### src/nco_defines.svh
// shared constants for the nco modulation control block
`ifndef NCO_DEFINES_SVH
`define NCO_DEFINES_SVH
// register byte offsets
`define OFS_CENTER_LO  12'h000
`define OFS_CENTER_HI  12'h004
`define OFS_OFFSET_LO  12'h008
`define OFS_OFFSET_HI  12'h00C
`define OFS_CONTROL    12'h010
`define OFS_STATUS     12'h014
// control field positions
`define CTL_ACC_RUN    5
`define CTL_UPDATE     0
// reset values
`define RST_CENTER_LO  32'h00000000
`define RST_CENTER_HI  32'h00004000
`define RST_CONTROL    32'h00000020
// axi responses
`define RESP_OKAY      2'h0
`define RESP_SLVERR    2'h2
// latency from offset pin to dac
`define OFR_LATENCY    14
`define SYNC_STAGES    2
`define PIPE_TAIL      6
`endif

### src/nco_pkg.sv
// types shared by the nco modulation control files
package nco_pkg;
    // one dac sample, true code and its complement
    typedef struct packed {
        logic [13:0] code_true;
        logic [13:0] code_comp;
    } dac_word_s;
    // write pipeline states
    typedef enum logic [1:0] {
        WR_IDLE = 2'h0,
        WR_RESP = 2'h1
    } wr_state_e;
endpackage

### src/nco_modulation_control.sv
// nco with fsk, psk and accumulator reset, 14-bit dac code outputs
//
// Chosen here: the AXI4-Lite slave port and the address map.
`timescale 1ns/10ps
`default_nettype none
`include "nco_defines.svh"
module nco_modulation_control #(
    parameter int ACC_W = 48,
    parameter int DAC_W = 14
) (
    input  wire logic        aclk,
    input  wire logic        aresetn,
    input  wire logic [11:0] s_axi_awaddr,
    input  wire logic        s_axi_awvalid,
    output var  logic        s_axi_awready,
    input  wire logic [31:0] s_axi_wdata,
    input  wire logic [3:0]  s_axi_wstrb,
    input  wire logic        s_axi_wvalid,
    output var  logic        s_axi_wready,
    output var  logic [1:0]  s_axi_bresp,
    output var  logic        s_axi_bvalid,
    input  wire logic        s_axi_bready,
    input  wire logic [11:0] s_axi_araddr,
    input  wire logic        s_axi_arvalid,
    output var  logic        s_axi_arready,
    output var  logic [31:0] s_axi_rdata,
    output var  logic [1:0]  s_axi_rresp,
    output var  logic        s_axi_rvalid,
    input  wire logic        s_axi_rready,
    input  wire logic        offset_freq_enable,
    input  wire logic        phase_select_lo,
    input  wire logic        phase_select_hi,
    input  wire logic        update_n,
    output var  logic [13:0] dac_out_true,
    output var  logic [13:0] dac_out_comp,
    output var  logic        dac_valid,
    input  wire logic        dac_ready
);
    // =====================================================================
    // register file
    // =====================================================================
    logic [31:0] center_lo_r;     // master centre word low
    logic [31:0] center_hi_r;     // master centre word high
    logic [31:0] offset_lo_r;     // master offset word low
    logic [31:0] offset_hi_r;     // master offset word high
    logic [31:0] control_r;       // run bit only, update bit not stored
    logic [ACC_W-1:0] center_act_r; // active centre word
    logic [ACC_W-1:0] offset_act_r; // active offset word
    logic        upd_strobe_r;    // software update pulse
    logic        have_aw_r;       // write address captured
    logic        have_w_r;        // write data captured
    logic [11:0] aw_addr_r;       // captured write address
    logic [31:0] w_data_r;        // captured write data
    logic [3:0]  w_strb_r;        // captured strobes
    nco_pkg::wr_state_e wr_state_r; // write pipeline
    logic [3:0]  ph_sync;         // {update_n, ofr, hi, lo}
    logic        acc_run_r;       // run bit, pipelined
    nco_pkg::dac_word_s buf_in;   // true and complement codes
    nco_pkg::dac_word_s buf_out;  // buffered sample
    logic        buf_in_ready;    // buffer can accept
    logic        buf_out_valid;   // buffer holds a sample
    // byte-lane merge used for every writable register
    function automatic logic [31:0] merge(input logic [31:0] old,
                                          input logic [31:0] nw,
                                          input logic [3:0]  st);
        logic [31:0] res;
        res = old;
        for (int i = 0; i < 4; i++) begin
            if (st[i]) begin
                res[i*8 +: 8] = nw[i*8 +: 8];
            end
        end
        return res;
    endfunction
    // address decode
    function automatic logic known(input logic [11:0] a);
        return (a == `OFS_CENTER_LO) || (a == `OFS_CENTER_HI) ||
               (a == `OFS_OFFSET_LO) || (a == `OFS_OFFSET_HI) ||
               (a == `OFS_CONTROL)   || (a == `OFS_STATUS);
    endfunction
    wire wr_fire = have_aw_r && have_w_r && (wr_state_r == nco_pkg::WR_IDLE);
    wire [11:0] wa = {aw_addr_r[11:2], 2'h0};
    // =====================================================================
    // axi write channel
    // =====================================================================
    assign s_axi_awready = !have_aw_r && (wr_state_r == nco_pkg::WR_IDLE);
    assign s_axi_wready  = !have_w_r && (wr_state_r == nco_pkg::WR_IDLE);
    // capture address and data in any order, then answer
    always_ff @(posedge aclk) begin
        if (!aresetn) begin
            have_aw_r    <= 1'b0;
            have_w_r     <= 1'b0;
            aw_addr_r    <= 12'h000;
            w_data_r     <= 32'h00000000;
            w_strb_r     <= 4'h0;
            wr_state_r   <= nco_pkg::WR_IDLE;
            s_axi_bvalid <= 1'b0;
            s_axi_bresp  <= `RESP_OKAY;
        end else begin
            unique case (wr_state_r)
                nco_pkg::WR_IDLE: begin
                    if (s_axi_awvalid && s_axi_awready) begin
                        have_aw_r <= 1'b1;
                        aw_addr_r <= s_axi_awaddr;
                    end
                    if (s_axi_wvalid && s_axi_wready) begin
                        have_w_r <= 1'b1;
                        w_data_r <= s_axi_wdata;
                        w_strb_r <= s_axi_wstrb;
                    end
                    if (wr_fire) begin
                        have_aw_r    <= 1'b0;
                        have_w_r     <= 1'b0;
                        s_axi_bvalid <= 1'b1;
                        s_axi_bresp  <= known(wa) ? `RESP_OKAY : `RESP_SLVERR;
                        wr_state_r   <= nco_pkg::WR_RESP;
                    end
                end
                nco_pkg::WR_RESP: begin
                    if (s_axi_bready) begin
                        s_axi_bvalid <= 1'b0;
                        wr_state_r   <= nco_pkg::WR_IDLE;
                    end
                end
            endcase
        end
    end
    // master registers, one word per write
    always_ff @(posedge aclk) begin
        if (!aresetn) begin
            center_lo_r  <= `RST_CENTER_LO;
            center_hi_r  <= `RST_CENTER_HI;
            offset_lo_r  <= 32'h00000000;
            offset_hi_r  <= 32'h00000000;
            control_r    <= `RST_CONTROL;
            upd_strobe_r <= 1'b0;
        end else begin
            upd_strobe_r <= 1'b0;
            if (wr_fire) begin
                if (wa == `OFS_CENTER_LO) begin
                    center_lo_r <= merge(center_lo_r, w_data_r, w_strb_r);
                end
                if (wa == `OFS_CENTER_HI) begin
                    center_hi_r <= merge(center_hi_r, w_data_r, w_strb_r) & 32'h0000FFFF;
                end
                if (wa == `OFS_OFFSET_LO) begin
                    offset_lo_r <= merge(offset_lo_r, w_data_r, w_strb_r);
                end
                if (wa == `OFS_OFFSET_HI) begin
                    offset_hi_r <= merge(offset_hi_r, w_data_r, w_strb_r) & 32'h0000FFFF;
                end
                if (wa == `OFS_CONTROL) begin
                    control_r <= merge(control_r, w_data_r, w_strb_r) & 32'h00000020;
                    upd_strobe_r <= w_strb_r[0] && w_data_r[`CTL_UPDATE];
                end
            end
        end
    end
    // =====================================================================
    // axi read channel
    // =====================================================================
    wire [11:0] ra = {s_axi_araddr[11:2], 2'h0};
    wire [31:0] status_word = {29'h0, acc_run_r, ph_sync[1:0]};
    wire [31:0] rd_mux =
        (ra == `OFS_CENTER_LO) ? center_lo_r :
        (ra == `OFS_CENTER_HI) ? center_hi_r :
        (ra == `OFS_OFFSET_LO) ? offset_lo_r :
        (ra == `OFS_OFFSET_HI) ? offset_hi_r :
        (ra == `OFS_CONTROL)   ? control_r   :
        (ra == `OFS_STATUS)    ? status_word : 32'h00000000;
    assign s_axi_arready = !s_axi_rvalid;
    // one read at a time, answered the cycle after address
    always_ff @(posedge aclk) begin
        if (!aresetn) begin
            s_axi_rvalid <= 1'b0;
            s_axi_rdata  <= 32'h00000000;
            s_axi_rresp  <= `RESP_OKAY;
        end else if (s_axi_arvalid && s_axi_arready) begin
            s_axi_rvalid <= 1'b1;
            s_axi_rdata  <= rd_mux;
            s_axi_rresp  <= known(ra) ? `RESP_OKAY : `RESP_SLVERR;
        end else if (s_axi_rready) begin
            s_axi_rvalid <= 1'b0;
        end
    end
    // =====================================================================
    // pin synchronisers
    // =====================================================================
    nco_sync #(.W(4)) u_sync (
        .aclk    (aclk),
        .aresetn (aresetn),
        .d       ({update_n, offset_freq_enable, phase_select_hi, phase_select_lo}),
        .q       (ph_sync)
    );
    logic upd_pin_d_r;  // previous update level
    always_ff @(posedge aclk) begin
        if (!aresetn) begin
            upd_pin_d_r <= 1'b0;  // matches synchroniser reset, no false fall
        end else begin
            upd_pin_d_r <= ph_sync[3];
        end
    end
    wire do_update = upd_strobe_r || (upd_pin_d_r && !ph_sync[3]);
    // master to active transfer
    always_ff @(posedge aclk) begin
        if (!aresetn) begin
            center_act_r <= {center_hi_r[15:0], center_lo_r};
            offset_act_r <= 48'h0;
        end else if (do_update) begin
            center_act_r <= {center_hi_r[15:0], center_lo_r};
            offset_act_r <= {offset_hi_r[15:0], offset_lo_r};
        end
    end
    // =====================================================================
    // datapath pipeline
    // =====================================================================
    // stage delays chosen so that pin sync (2) + pipe totals 14
    localparam int PRE = `OFR_LATENCY - `SYNC_STAGES - `PIPE_TAIL;
    logic [PRE-1:0] ofr_pipe_r;   // offset enable delay line
    logic [1:0]     quad_pipe_r [PRE+1]; // phase select delay line
    logic [ACC_W-1:0] fword_r;    // frequency word to accumulator
    logic [ACC_W-1:0] acc_r;      // phase accumulator
    logic [1:0]     quad_r;       // quadrant aligned with acc
    logic [DAC_W-1:0] phase_r;    // phase after quadrant offset
    logic [DAC_W-1:0] amp_r;      // amplitude code
    // delay lines keep every pin change in order
    always_ff @(posedge aclk) begin
        if (!aresetn) begin
            ofr_pipe_r <= '0;
            for (int i = 0; i <= PRE; i++) begin
                quad_pipe_r[i] <= 2'h0;
            end
        end else begin
            ofr_pipe_r <= {ofr_pipe_r[PRE-2:0], ph_sync[2]};
            quad_pipe_r[0] <= {ph_sync[1], ph_sync[0]};
            for (int i = 1; i <= PRE; i++) begin
                quad_pipe_r[i] <= quad_pipe_r[i-1];
            end
        end
    end
    wire ofr_late = ofr_pipe_r[PRE-1];
    // frequency sum, then accumulate, then phase map
    always_ff @(posedge aclk) begin
        if (!aresetn) begin
            acc_run_r <= 1'b1;
            fword_r   <= '0;
            acc_r     <= '0;
            quad_r    <= 2'h0;
            phase_r   <= '0;
        end else begin
            acc_run_r <= control_r[`CTL_ACC_RUN];
            fword_r   <= center_act_r + (ofr_late ? offset_act_r : '0);
            acc_r     <= acc_run_r ? (acc_r + fword_r) : '0;
            quad_r    <= quad_pipe_r[PRE];
            // quadrant added to top bits so restart phase is pin only
            phase_r   <= acc_r[ACC_W-1 -: DAC_W] + {quad_r, 12'h000};
        end
    end
    // triangle amplitude by quadrant symmetry, folded from the low phase bits, no table
    wire [11:0] q_idx  = phase_r[12] ? ~phase_r[11:0] : phase_r[11:0];
    wire [12:0] q_amp  = q_idx[11:0] + {1'b0, q_idx[11:0]} - 13'h0;
    wire [DAC_W-1:0] half = 14'h2000;
    wire [DAC_W-1:0] mag  = {1'b0, q_amp};
    wire [DAC_W-1:0] amp_nxt = phase_r[13] ? (half - mag[13:1]) : (half + mag[13:1]);
    logic amp_v_r;  // amplitude stage valid
    always_ff @(posedge aclk) begin
        if (!aresetn) begin
            amp_r   <= 14'h2000;
            amp_v_r <= 1'b0;
        end else if (buf_in_ready) begin
            amp_r   <= amp_nxt;
            amp_v_r <= 1'b1;
        end
    end
    // =====================================================================
    // output buffer and dac register
    // =====================================================================
    assign buf_in.code_true = amp_r;
    assign buf_in.code_comp = ~amp_r;
    nco_skid #(.W(28)) u_buf (
        .aclk      (aclk),
        .aresetn   (aresetn),
        .in_valid  (amp_v_r),
        .in_ready  (buf_in_ready),
        .in_data   (buf_in),
        .out_valid (buf_out_valid),
        .out_ready (dac_ready || !dac_valid),
        .out_data  (buf_out)
    );
    // registered dac outputs
    always_ff @(posedge aclk) begin
        if (!aresetn) begin
            dac_out_true <= 14'h2000;
            dac_out_comp <= 14'h1FFF;
            dac_valid    <= 1'b0;
        end else if (dac_ready || !dac_valid) begin
            dac_valid <= buf_out_valid;
            if (buf_out_valid) begin
                dac_out_true <= buf_out.code_true;
                dac_out_comp <= buf_out.code_comp;
            end
        end
    end
    // =====================================================================
    // checks
    // =====================================================================
    chk_comp_sum: assert property (@(posedge aclk) disable iff (!aresetn)
        (dac_out_true + dac_out_comp) == 14'h3FFF)
        else $error("dac outputs not complementary");
    chk_acc_zero: assert property (@(posedge aclk) disable iff (!aresetn)
        !acc_run_r |=> acc_r == '0)
        else $error("accumulator not held at zero");
    chk_ofr_delay: assert property (@(posedge aclk) disable iff (!aresetn)
        ofr_late == $past(ph_sync[2], PRE))
        else $error("offset enable delay wrong");
    chk_wr_resp: assert property (@(posedge aclk) disable iff (!aresetn)
        wr_fire |=> s_axi_bvalid)
        else $error("write not answered");
    chk_quad_pipe: assert property (@(posedge aclk) disable iff (!aresetn)
        quad_r == $past(quad_pipe_r[0], PRE+1))
        else $error("phase select delay wrong");
    chk_freq_sum: assert property (@(posedge aclk) disable iff (!aresetn)
        $past(aresetn) |->
        fword_r == $past(center_act_r) + ($past(ofr_late) ? $past(offset_act_r) : '0))
        else $error("frequency word wrong");
    chk_restart_ph: assert property (@(posedge aclk) disable iff (!aresetn)
        !$past(acc_run_r) |=> phase_r == {$past(quad_r), 12'h000})
        else $error("restart phase not from pins");
    chk_rd_resp: assert property (@(posedge aclk) disable iff (!aresetn)
        s_axi_arvalid && s_axi_arready |=> s_axi_rvalid)
        else $error("read not answered");
endmodule
`default_nettype wire

### src/nco_skid.sv
// two-entry buffer with valid and ready on both sides
`timescale 1ns/10ps
`default_nettype none
module nco_skid #(
    parameter int W = 28
) (
    input  wire logic         aclk,
    input  wire logic         aresetn,
    input  wire logic         in_valid,
    output var  logic         in_ready,
    input  wire logic [W-1:0] in_data,
    output var  logic         out_valid,
    input  wire logic         out_ready,
    output var  logic [W-1:0] out_data
);
    logic [W-1:0] mem_r [2];   // storage
    logic         wp_r;        // write pointer
    logic         rp_r;        // read pointer
    logic [1:0]   cnt_r;       // fill level
    wire          push = in_valid && (cnt_r != 2'h2);
    wire          pop  = out_valid && out_ready;
    assign in_ready  = (cnt_r != 2'h2);
    assign out_valid = (cnt_r != 2'h0);
    assign out_data  = mem_r[rp_r];
    // pointers and level
    always_ff @(posedge aclk) begin
        if (!aresetn) begin
            wp_r  <= 1'b0;
            rp_r  <= 1'b0;
            cnt_r <= 2'h0;
        end else begin
            if (push) begin
                wp_r <= ~wp_r;
            end
            if (pop) begin
                rp_r <= ~rp_r;
            end
            cnt_r <= cnt_r + {1'b0, push} - {1'b0, pop};
        end
    end
    // data store
    always_ff @(posedge aclk) begin
        if (push) begin
            mem_r[wp_r] <= in_data;
        end
    end
endmodule
`default_nettype wire

### src/nco_sync.sv
// two flip-flop synchroniser for a group of pin inputs
`timescale 1ns/10ps
`default_nettype none
module nco_sync #(
    parameter int W = 3
) (
    input  wire logic         aclk,
    input  wire logic         aresetn,
    input  wire logic [W-1:0] d,
    output var  logic [W-1:0] q
);
    logic [W-1:0] meta_r;  // first stage, read only by q
    // two stage capture
    always_ff @(posedge aclk) begin
        if (!aresetn) begin
            meta_r <= '0;
            q      <= '0;
        end else begin
            meta_r <= d;
            q      <= meta_r;
        end
    end
endmodule
`default_nettype wire
### config.mk
export PLATFORM = sky130hd
export DESIGN_NAME = nco_modulation_control
export DESIGN_NICKNAME = d
export VERILOG_FILES = /design/src/nco_pkg.sv /design/src/nco_modulation_control.sv /design/src/nco_skid.sv /design/src/nco_sync.sv
export VERILOG_INCLUDE_DIRS = /design/src
export SDC_FILE = /design/constraint.sdc
export NUM_CORES = 1
export LEC_CHECK = 0
export BUFFER_PORTS_ARGS = -buffer_cell sky130_fd_sc_hd__buf_2
export CORE_MARGIN = 5
export CORE_UTILIZATION = 40
export DETAILED_ROUTE_END_ITERATION = 6
export SLEW_MARGIN = 15
export SYNTH_ARGS = -nofsm -noshare
export SYNTH_HDL_FRONTEND = slang
export SYNTH_SLANG_ARGS = --single-unit
export TNS_END_PERCENT = 5
### constraint.sdc
create_clock -name aclk -period 4.9 [get_ports aclk]
set_input_delay 0.245 -clock aclk [delete_from_list [all_inputs] [get_ports aclk]]
set_output_delay 0.245 -clock aclk [all_outputs]
set_load 0.005 [all_outputs]
# Word-level counts from Yosys, hierarchy flattened
# Memories as Yosys holds them, arrays and structs flattened. A register that Yosys moved wholly into a read port is not among the register bits.
# Index checks and enable logic that the tools add are counted.
[totals]
register_bits = 430
wordCells = 172
out_inout_bits = 70
latch_bits = 0
memories = 2
input_bits = 72
mem_bits_ro = 0
mem_bits_rw = 70
[mem_list]
columns = ["memory", "depth", "width", "rd", "rd_ports_with_merged_regs", "write_ports", "line", "source"]
rows = [
  ["u_buf.mem_r", 2, 28, 1, 1, 1, "nco_skid.sv:16", "logic [W-1:0] mem_r [2];"],
  ["quad_pipe_r", 7, 2, 7, 1, 7, "nco_modulation_control.sv:220", "logic [1:0] quad_pipe_r [PRE+1];"],
]
[classes]
n_reduce_logical = 59
addsub = 8
muxes = 36
n_lt_le_gt_ge = 0
n_mul = 0
div_mod_pow = 0
bitwise_logic = 11
shifts = 0
eq_ne = 15
[ops]
columns = ["cell", "count"]
rows = [
  ["2-to-1 mux 48 bit", 3],
  ["adder 48 bit", 2],
  ["2-to-1 mux 32 bit", 3],
  ["AND reduction 3 bit", 14],
  ["== test 10 x 2 -> 1 bit (second input constant)", 4],
  ["== test 10 x 3 -> 1 bit (second input constant)", 4],
  ["logical NOT 12 bit", 2],
  ["2-to-1 mux 2 bit", 11],
  ["== test 10 x 1 -> 1 bit (second input constant)", 2],
  ["2-to-1 mux 16 bit", 1],
  ["AND reduction 2 bit", 8],
  ["adder 14 x 12 -> 14 bit (first input constant)", 1],
  ["adder 14 bit", 1],
  ["2-to-1 mux 14 bit", 1],
  ["inverter 14 bit", 1],
  ["subtractor 14 x 12 -> 14 bit (first input constant)", 1],
  ["adder 12 x 12 -> 13 bit", 1],
  ["logical OR 1 bit", 12],
  ["2-to-1 mux 1 bit", 12],
  ["2-to-1 mux 12 bit", 1],
  ["inverter 12 bit", 1],
  ["logical AND 1 bit", 11],
  ["nonzero test 2 bit", 4],
  ["logical NOT 1 bit", 7],
  ["12 further kinds", 21],
]

# Logic depth before layout (Yosys ltp)
[depth]
ltp_word = 7
depth_mapped = 14
mapped_depth_nobuf = 12

# By module
# A second synthesis with hierarchy kept.
[unflattened]
hier_cells = 2538
hier_area_um2 = 23885.4
[by_module_without_submodules]
columns = ["module", "area_per_inst_um2", "cells_per_inst", "seq_area_each_um2", "n_inst"]
rows = [
  ["nco_modulation_control", 21316.7, 2411, 9609.2, 1],
  ["nco_skid", 2358.5, 111, 1781.7, 1],
  ["nco_sync", 210.2, 16, 160.2, 1],
]

# Worst setup path after synthesis
# No wires, ideal clock.
[synth_timing]
path_type = "register -> register"
from = "register ofr_pipe_r[5]"
to = "register fword_r[32]"
synth_period_minus_slack_ns = 3.337
setup_slack_ns = 1.563
required_ns = 4.785
setup_ns = 0.115
path_stages_with_launch = 15
path_buffers = 2
arrival_ns = 3.222
cell_sequence = "dfxtp_1 clkbuf_1 clkbuf_1 and2_1 ha_1 fa_1 a211oi_1 o21ai_0 o211ai_1 a21oi_1 o41a_1 a2111oi_2 o31ai_1 xor2_1 and2_1"
[synth_via]
elab_chain_len = 2
[synth_rtl]
columns = ["item", "line", "source"]
rows = [
  ["from (decl)", "nco_modulation_control.sv:219", "logic [PRE-1:0] ofr_pipe_r;"],
  ["from (signal assigned)", "nco_modulation_control.sv:234", "ofr_pipe_r <= {ofr_pipe_r[PRE-2:0], ph_sync[2]};"],
  ["2-to-1 mux 48 bit", "nco_modulation_control.sv:252", "fword_r <= center_act_r + (ofr_late ? offset_act_r : '0);"],
  ["adder 48 bit", "nco_modulation_control.sv:252", ""],
  ["to (signal assigned)", "nco_modulation_control.sv:252", ""],
  ["to (decl)", "nco_modulation_control.sv:221", "logic [ACC_W-1:0] fword_r;"],
]
# Every way passes these cells.
# A chain may end at the register's enable or synchronous reset.

# Worst setup path in the final report
[layout_timing]
from = "register ofr_pipe_r[5]"
to = "register fword_r[42]"
# Same word-level chain as after synthesis.

==> impl_metrics.py <==
metrics = {
    "yosys": {
        "synth-seq-cells": 524,
        "netlist_area_um2": 24300,
        "yosysTopAreaCell": "dfxtp_1",
        "synth.area.top_cells": "dfxtp_1 (35%), edfxtp_1 (13%), nand2_1 (6.1%), a21boi_0 (5.1%), ha_1 (5.0%)",
        "synth_compound_area_share_pct": 18.1,
        "yosysSeqAreaShare_pct": 47.4,
        "synth_xor_area_share_pct": 3.46,
        "synthCells": 2562,
        "synth_top_family_by_area": "simple AND/OR/NAND/NOR gates",
        "synthArstFlopShare_pct": 0,
        "synth_top_flop_cell": "dfxtp_1",
        "synth_simple_gate_area_share_pct": 18.6,
        "syn_area_per_cell_um2": 9.49,
        "ys_types": 97,
        "ys_warn_count": 0,
        "synthMuxAreaShare_pct": 3.78,
        "synthAdderAreaFrac_pct": 5.21,
        "synth_edf_count": 104,
        "synth_top_area_share_pct": 34.6,
    },
    "placed_design": {
        "dp_cells": 3347,
        "hpwl_um": 41400,
        "portBuffers": 135,
        "dp_slack_ns": 1.22,
        "routabilityCongestion": 0.856,
    },
    "timing": {
        "skew_ns": 0.0160,
        "period_needed_ns": 3.72,
        "max_freq_ghz": 0.269,
        "tightest_slew_ns": 1.15,
        "rsz0062_at_grt": "false",
        "slew_viol_final": 0,
        "worst_slack_ns": 1.18,
        "slew_headroom_pct": 23.1,
        "hold_violations": 0,
        "finalSetupViolCount": 0,
        "final.setup.tns_ns": 0,
        "period_share_pct": 75.9,
    },
    "clock_network": {
        "cts_root_buf": "clkbuf_16",
        "path_clk_slew_ns": 0.06,
        "clk_path_buf_depth": 3,
        "cts_max_level": 2,
        "cts_tree": "yes",
        "cts-resized-gates": 0,
        "clk_latency_ns": 0.60,
        "cts_buffers": 56,
        "postCtsSetupRepairBufs": 0,
        "clkSinkCount": 524,
    },
    "cells_and_area": {
        "syn2layout_area_growth_pct": 14.7,
        "final_cell_mix": "dfxtp_1 (420), nand2_1 (394), a21boi_0 (164), and2_1 (149), buf_2 (134)",
        "instances_no_fill": 3507,
        "nets": 2849,
        "nFillCells": 5713,
        "layout_commonest_cell": "dfxtp_1",
        "antenna_cells": 0,
        "drive_above_1_share_pct": 10.8,
    },
    "power_and_ir_drop": {
        "p_per_area_nw_per_um2": 383,
        "ir_worst_vdd_mv": 0.235,
        "p_leak_nw": 11.3,
    },
    "grt": {
        "gr-total-overflow": 0,
        "grt_pass1_wl_um": 95000,
        "antenna_found_initial": 0,
        "grt_pass1_vias": 18128,
        "grtUsageTotal_pct": 17.1,
        "grt_max_degree": 251,
    },
    "detailed_routing": {
        "vias": 18397,
        "wl_per_cell_um": 16.6,
        "drt_first_pass_iters": 5,
        "drc": 0,
        "routed_wl_um": 58200,
        "ant_nets": 0,
        "drt_iter0_drc": 1099,
        "routed_via_density": 5.25,
    },
    "job": {
        "cap_violations": 0,
    },
    "worst_setup_path": {
        "cp_max_fo": 11,
        "r2r_slack_ns": 1.18,
        "endpoint_kind": "flop",
        "cp.arrival_ns": 4.20,
        "cp.required_ns": 5.38,
        "reg2reg_depth": 12,
        "worstSetupPathType": "flop to flop",
        "worst_setup_path_start_kind": "flop",
        "reg2reg_from": "ofr_pipe_r[5]$_SDFF_PN0_",
        "r2r_end": "fword_r[42]$_SDFF_PN0_",
    },
    "min_path": {
        "hp-class": "input port to flop",
        "hold_depth": 3,
        "min_to": "dac_valid$_SDFFE_PN0N_",
        "hp-start": "dac_ready",
    },
    "floorplan": {
        "core_area_um2": 60200,
        "initial_utilization_pct": 40.3,
        "io-pin-count": 142,
        "num_rows": 90,
        "dieArea_um2": 65800,
        "die_h_um": 257,
        "die_w_um": 257,
    },
    "run_status": {
        "status": "complete, no violations",
    },
}
## stage by stage
step | power, mW | cell area, µm² | hold WS (ns) | util [%]
floorplan | 6.20 | 24300 | 0.372 | -
global placement | 6.61 | 25500 | 0.418 | 42.4
detailed placement | 6.66 | 25500 | 0.419 | 42.4
CTS | 10.8 | 27900 | 0.00487 | 46.3
global route | 11.2 | 27900 | 0.0303 | 46.3
finish | 10.7 | 27900 | 0.0433 | 46.3
## report_power, final
group          internal (mW)  leakage, nW  switching (mW)  total, mW
combinational          0.668         5.96           0.873       1.54
clock                   2.39        0.882            1.71       4.10
sequential              4.82         4.42           0.226       5.05
## state kept, by name, summed over array words and instances, names as in the netlist, 32 cells and up
| register | count |
|---|---|
| u_buf.mem_r | 56 |
| acc_r | 48 |
| center_act_r | 48 |
| fword_r | 48 |
| offset_act_r | 48 |
| center_lo_r | 32 |
| offset_lo_r | 32 |
| s_axi_rdata | 32 |
| w_data_r | 32 |
## critical path, stage by stage, from the launching register on
cell and delay (ns):
dfxtp_1 0.39, and2_1 0.19, ha_1 0.22, fa_1 0.44, a211oi_1 0.31, o21ai_0 0.23, o211ai_1 0.22, a21oi_1 0.18
o31ai_1 0.57, o31ai_2 0.23, a31oi_1 0.30, o21ai_0 0.17, mux2i_1 0.15
## cell usage after synthesis, types with 5 or more instances
library cell and count:
nor3b_1 21, a211o_1 6, mux2i_1 85, edfxtp_1 104, nand3_1 73, nor2b_1 58, a21boi_0 164, o21ai_1 6
a31oi_1 19, nand3b_1 5, inv_1 45, o31ai_1 7, ha_1 98, a221oi_1 16, mux2_2 6, a21oi_1 103
o21bai_1 13, and2_1 149, nand2_1 395, a22oi_1 13, nand4_1 21, o21a_1 9, xnor2_1 55, or2_2 7
dfxtp_1 420, buf_1 6, xor2_1 41, o211a_1 26, nand2b_1 13, and3_1 11, clkbuf_1 134, a211oi_1 15
o21ai_0 76, nor3_1 17, o211ai_1 33, a21o_1 61, nor2_1 123
## worst max path at each step
stage                              from                endpoint  cells after the start
3_3_place_gp   ofr_pipe_r[5]$_SDFF_PN0_  fword_r[42]$_SDFF_PN0_                     12
6_report       ofr_pipe_r[5]$_SDFF_PN0_  fword_r[42]$_SDFF_PN0_                     12
3_5_place_dp   ofr_pipe_r[5]$_SDFF_PN0_  fword_r[46]$_SDFF_PN0_                     12
2_1_floorplan  ofr_pipe_r[5]$_SDFF_PN0_  fword_r[32]$_SDFF_PN0_                     14
4_1_cts        ofr_pipe_r[5]$_SDFF_PN0_  fword_r[42]$_SDFF_PN0_                     12
5_1_grt        ofr_pipe_r[5]$_SDFF_PN0_  fword_r[42]$_SDFF_PN0_                     12
## logic make-up after synthesis
group	Yosys count
adders and majority gates	100
AOI/OAI and AO/OA	620
other	1
buffers and inverters	199
xor gates and xnor gates	96
DFF	524
muxes	91
and+or+nand+nor	931
## layout make-up
cell class	count	area, µm²	share of cell area [%]
clock buffers	83	1620	5.79
well taps	782	978	3.51
flip-flops and latches	524	11500	41.4
repair buffers	210	1400	5.01
multi-input cells	1840	12000	43.0
inverters	45	169	0.606
clock inverters	23	205	0.736
## layer usage
| layer | up-vias | GRT usage (%) | wire [µm] |
|---|---|---|---|
| li1 | 9244 | - | - |
| met1 | 8690 | 23.3 | 27300 |
| met2 | 377 | 28.7 | 27100 |
| met3 | 86 | 2.42 | 2560 |
| met4 | 0 | 4.19 | 1200 |
| met5 | - | 0 | 0 |
## what timing repair did
action	CTS	global route
hold buffers	54	0
hold endpoints to repair	53	0
endpoints found under the setup margin	0	0
Note: power is estimated with default switching activity, not from simulation.
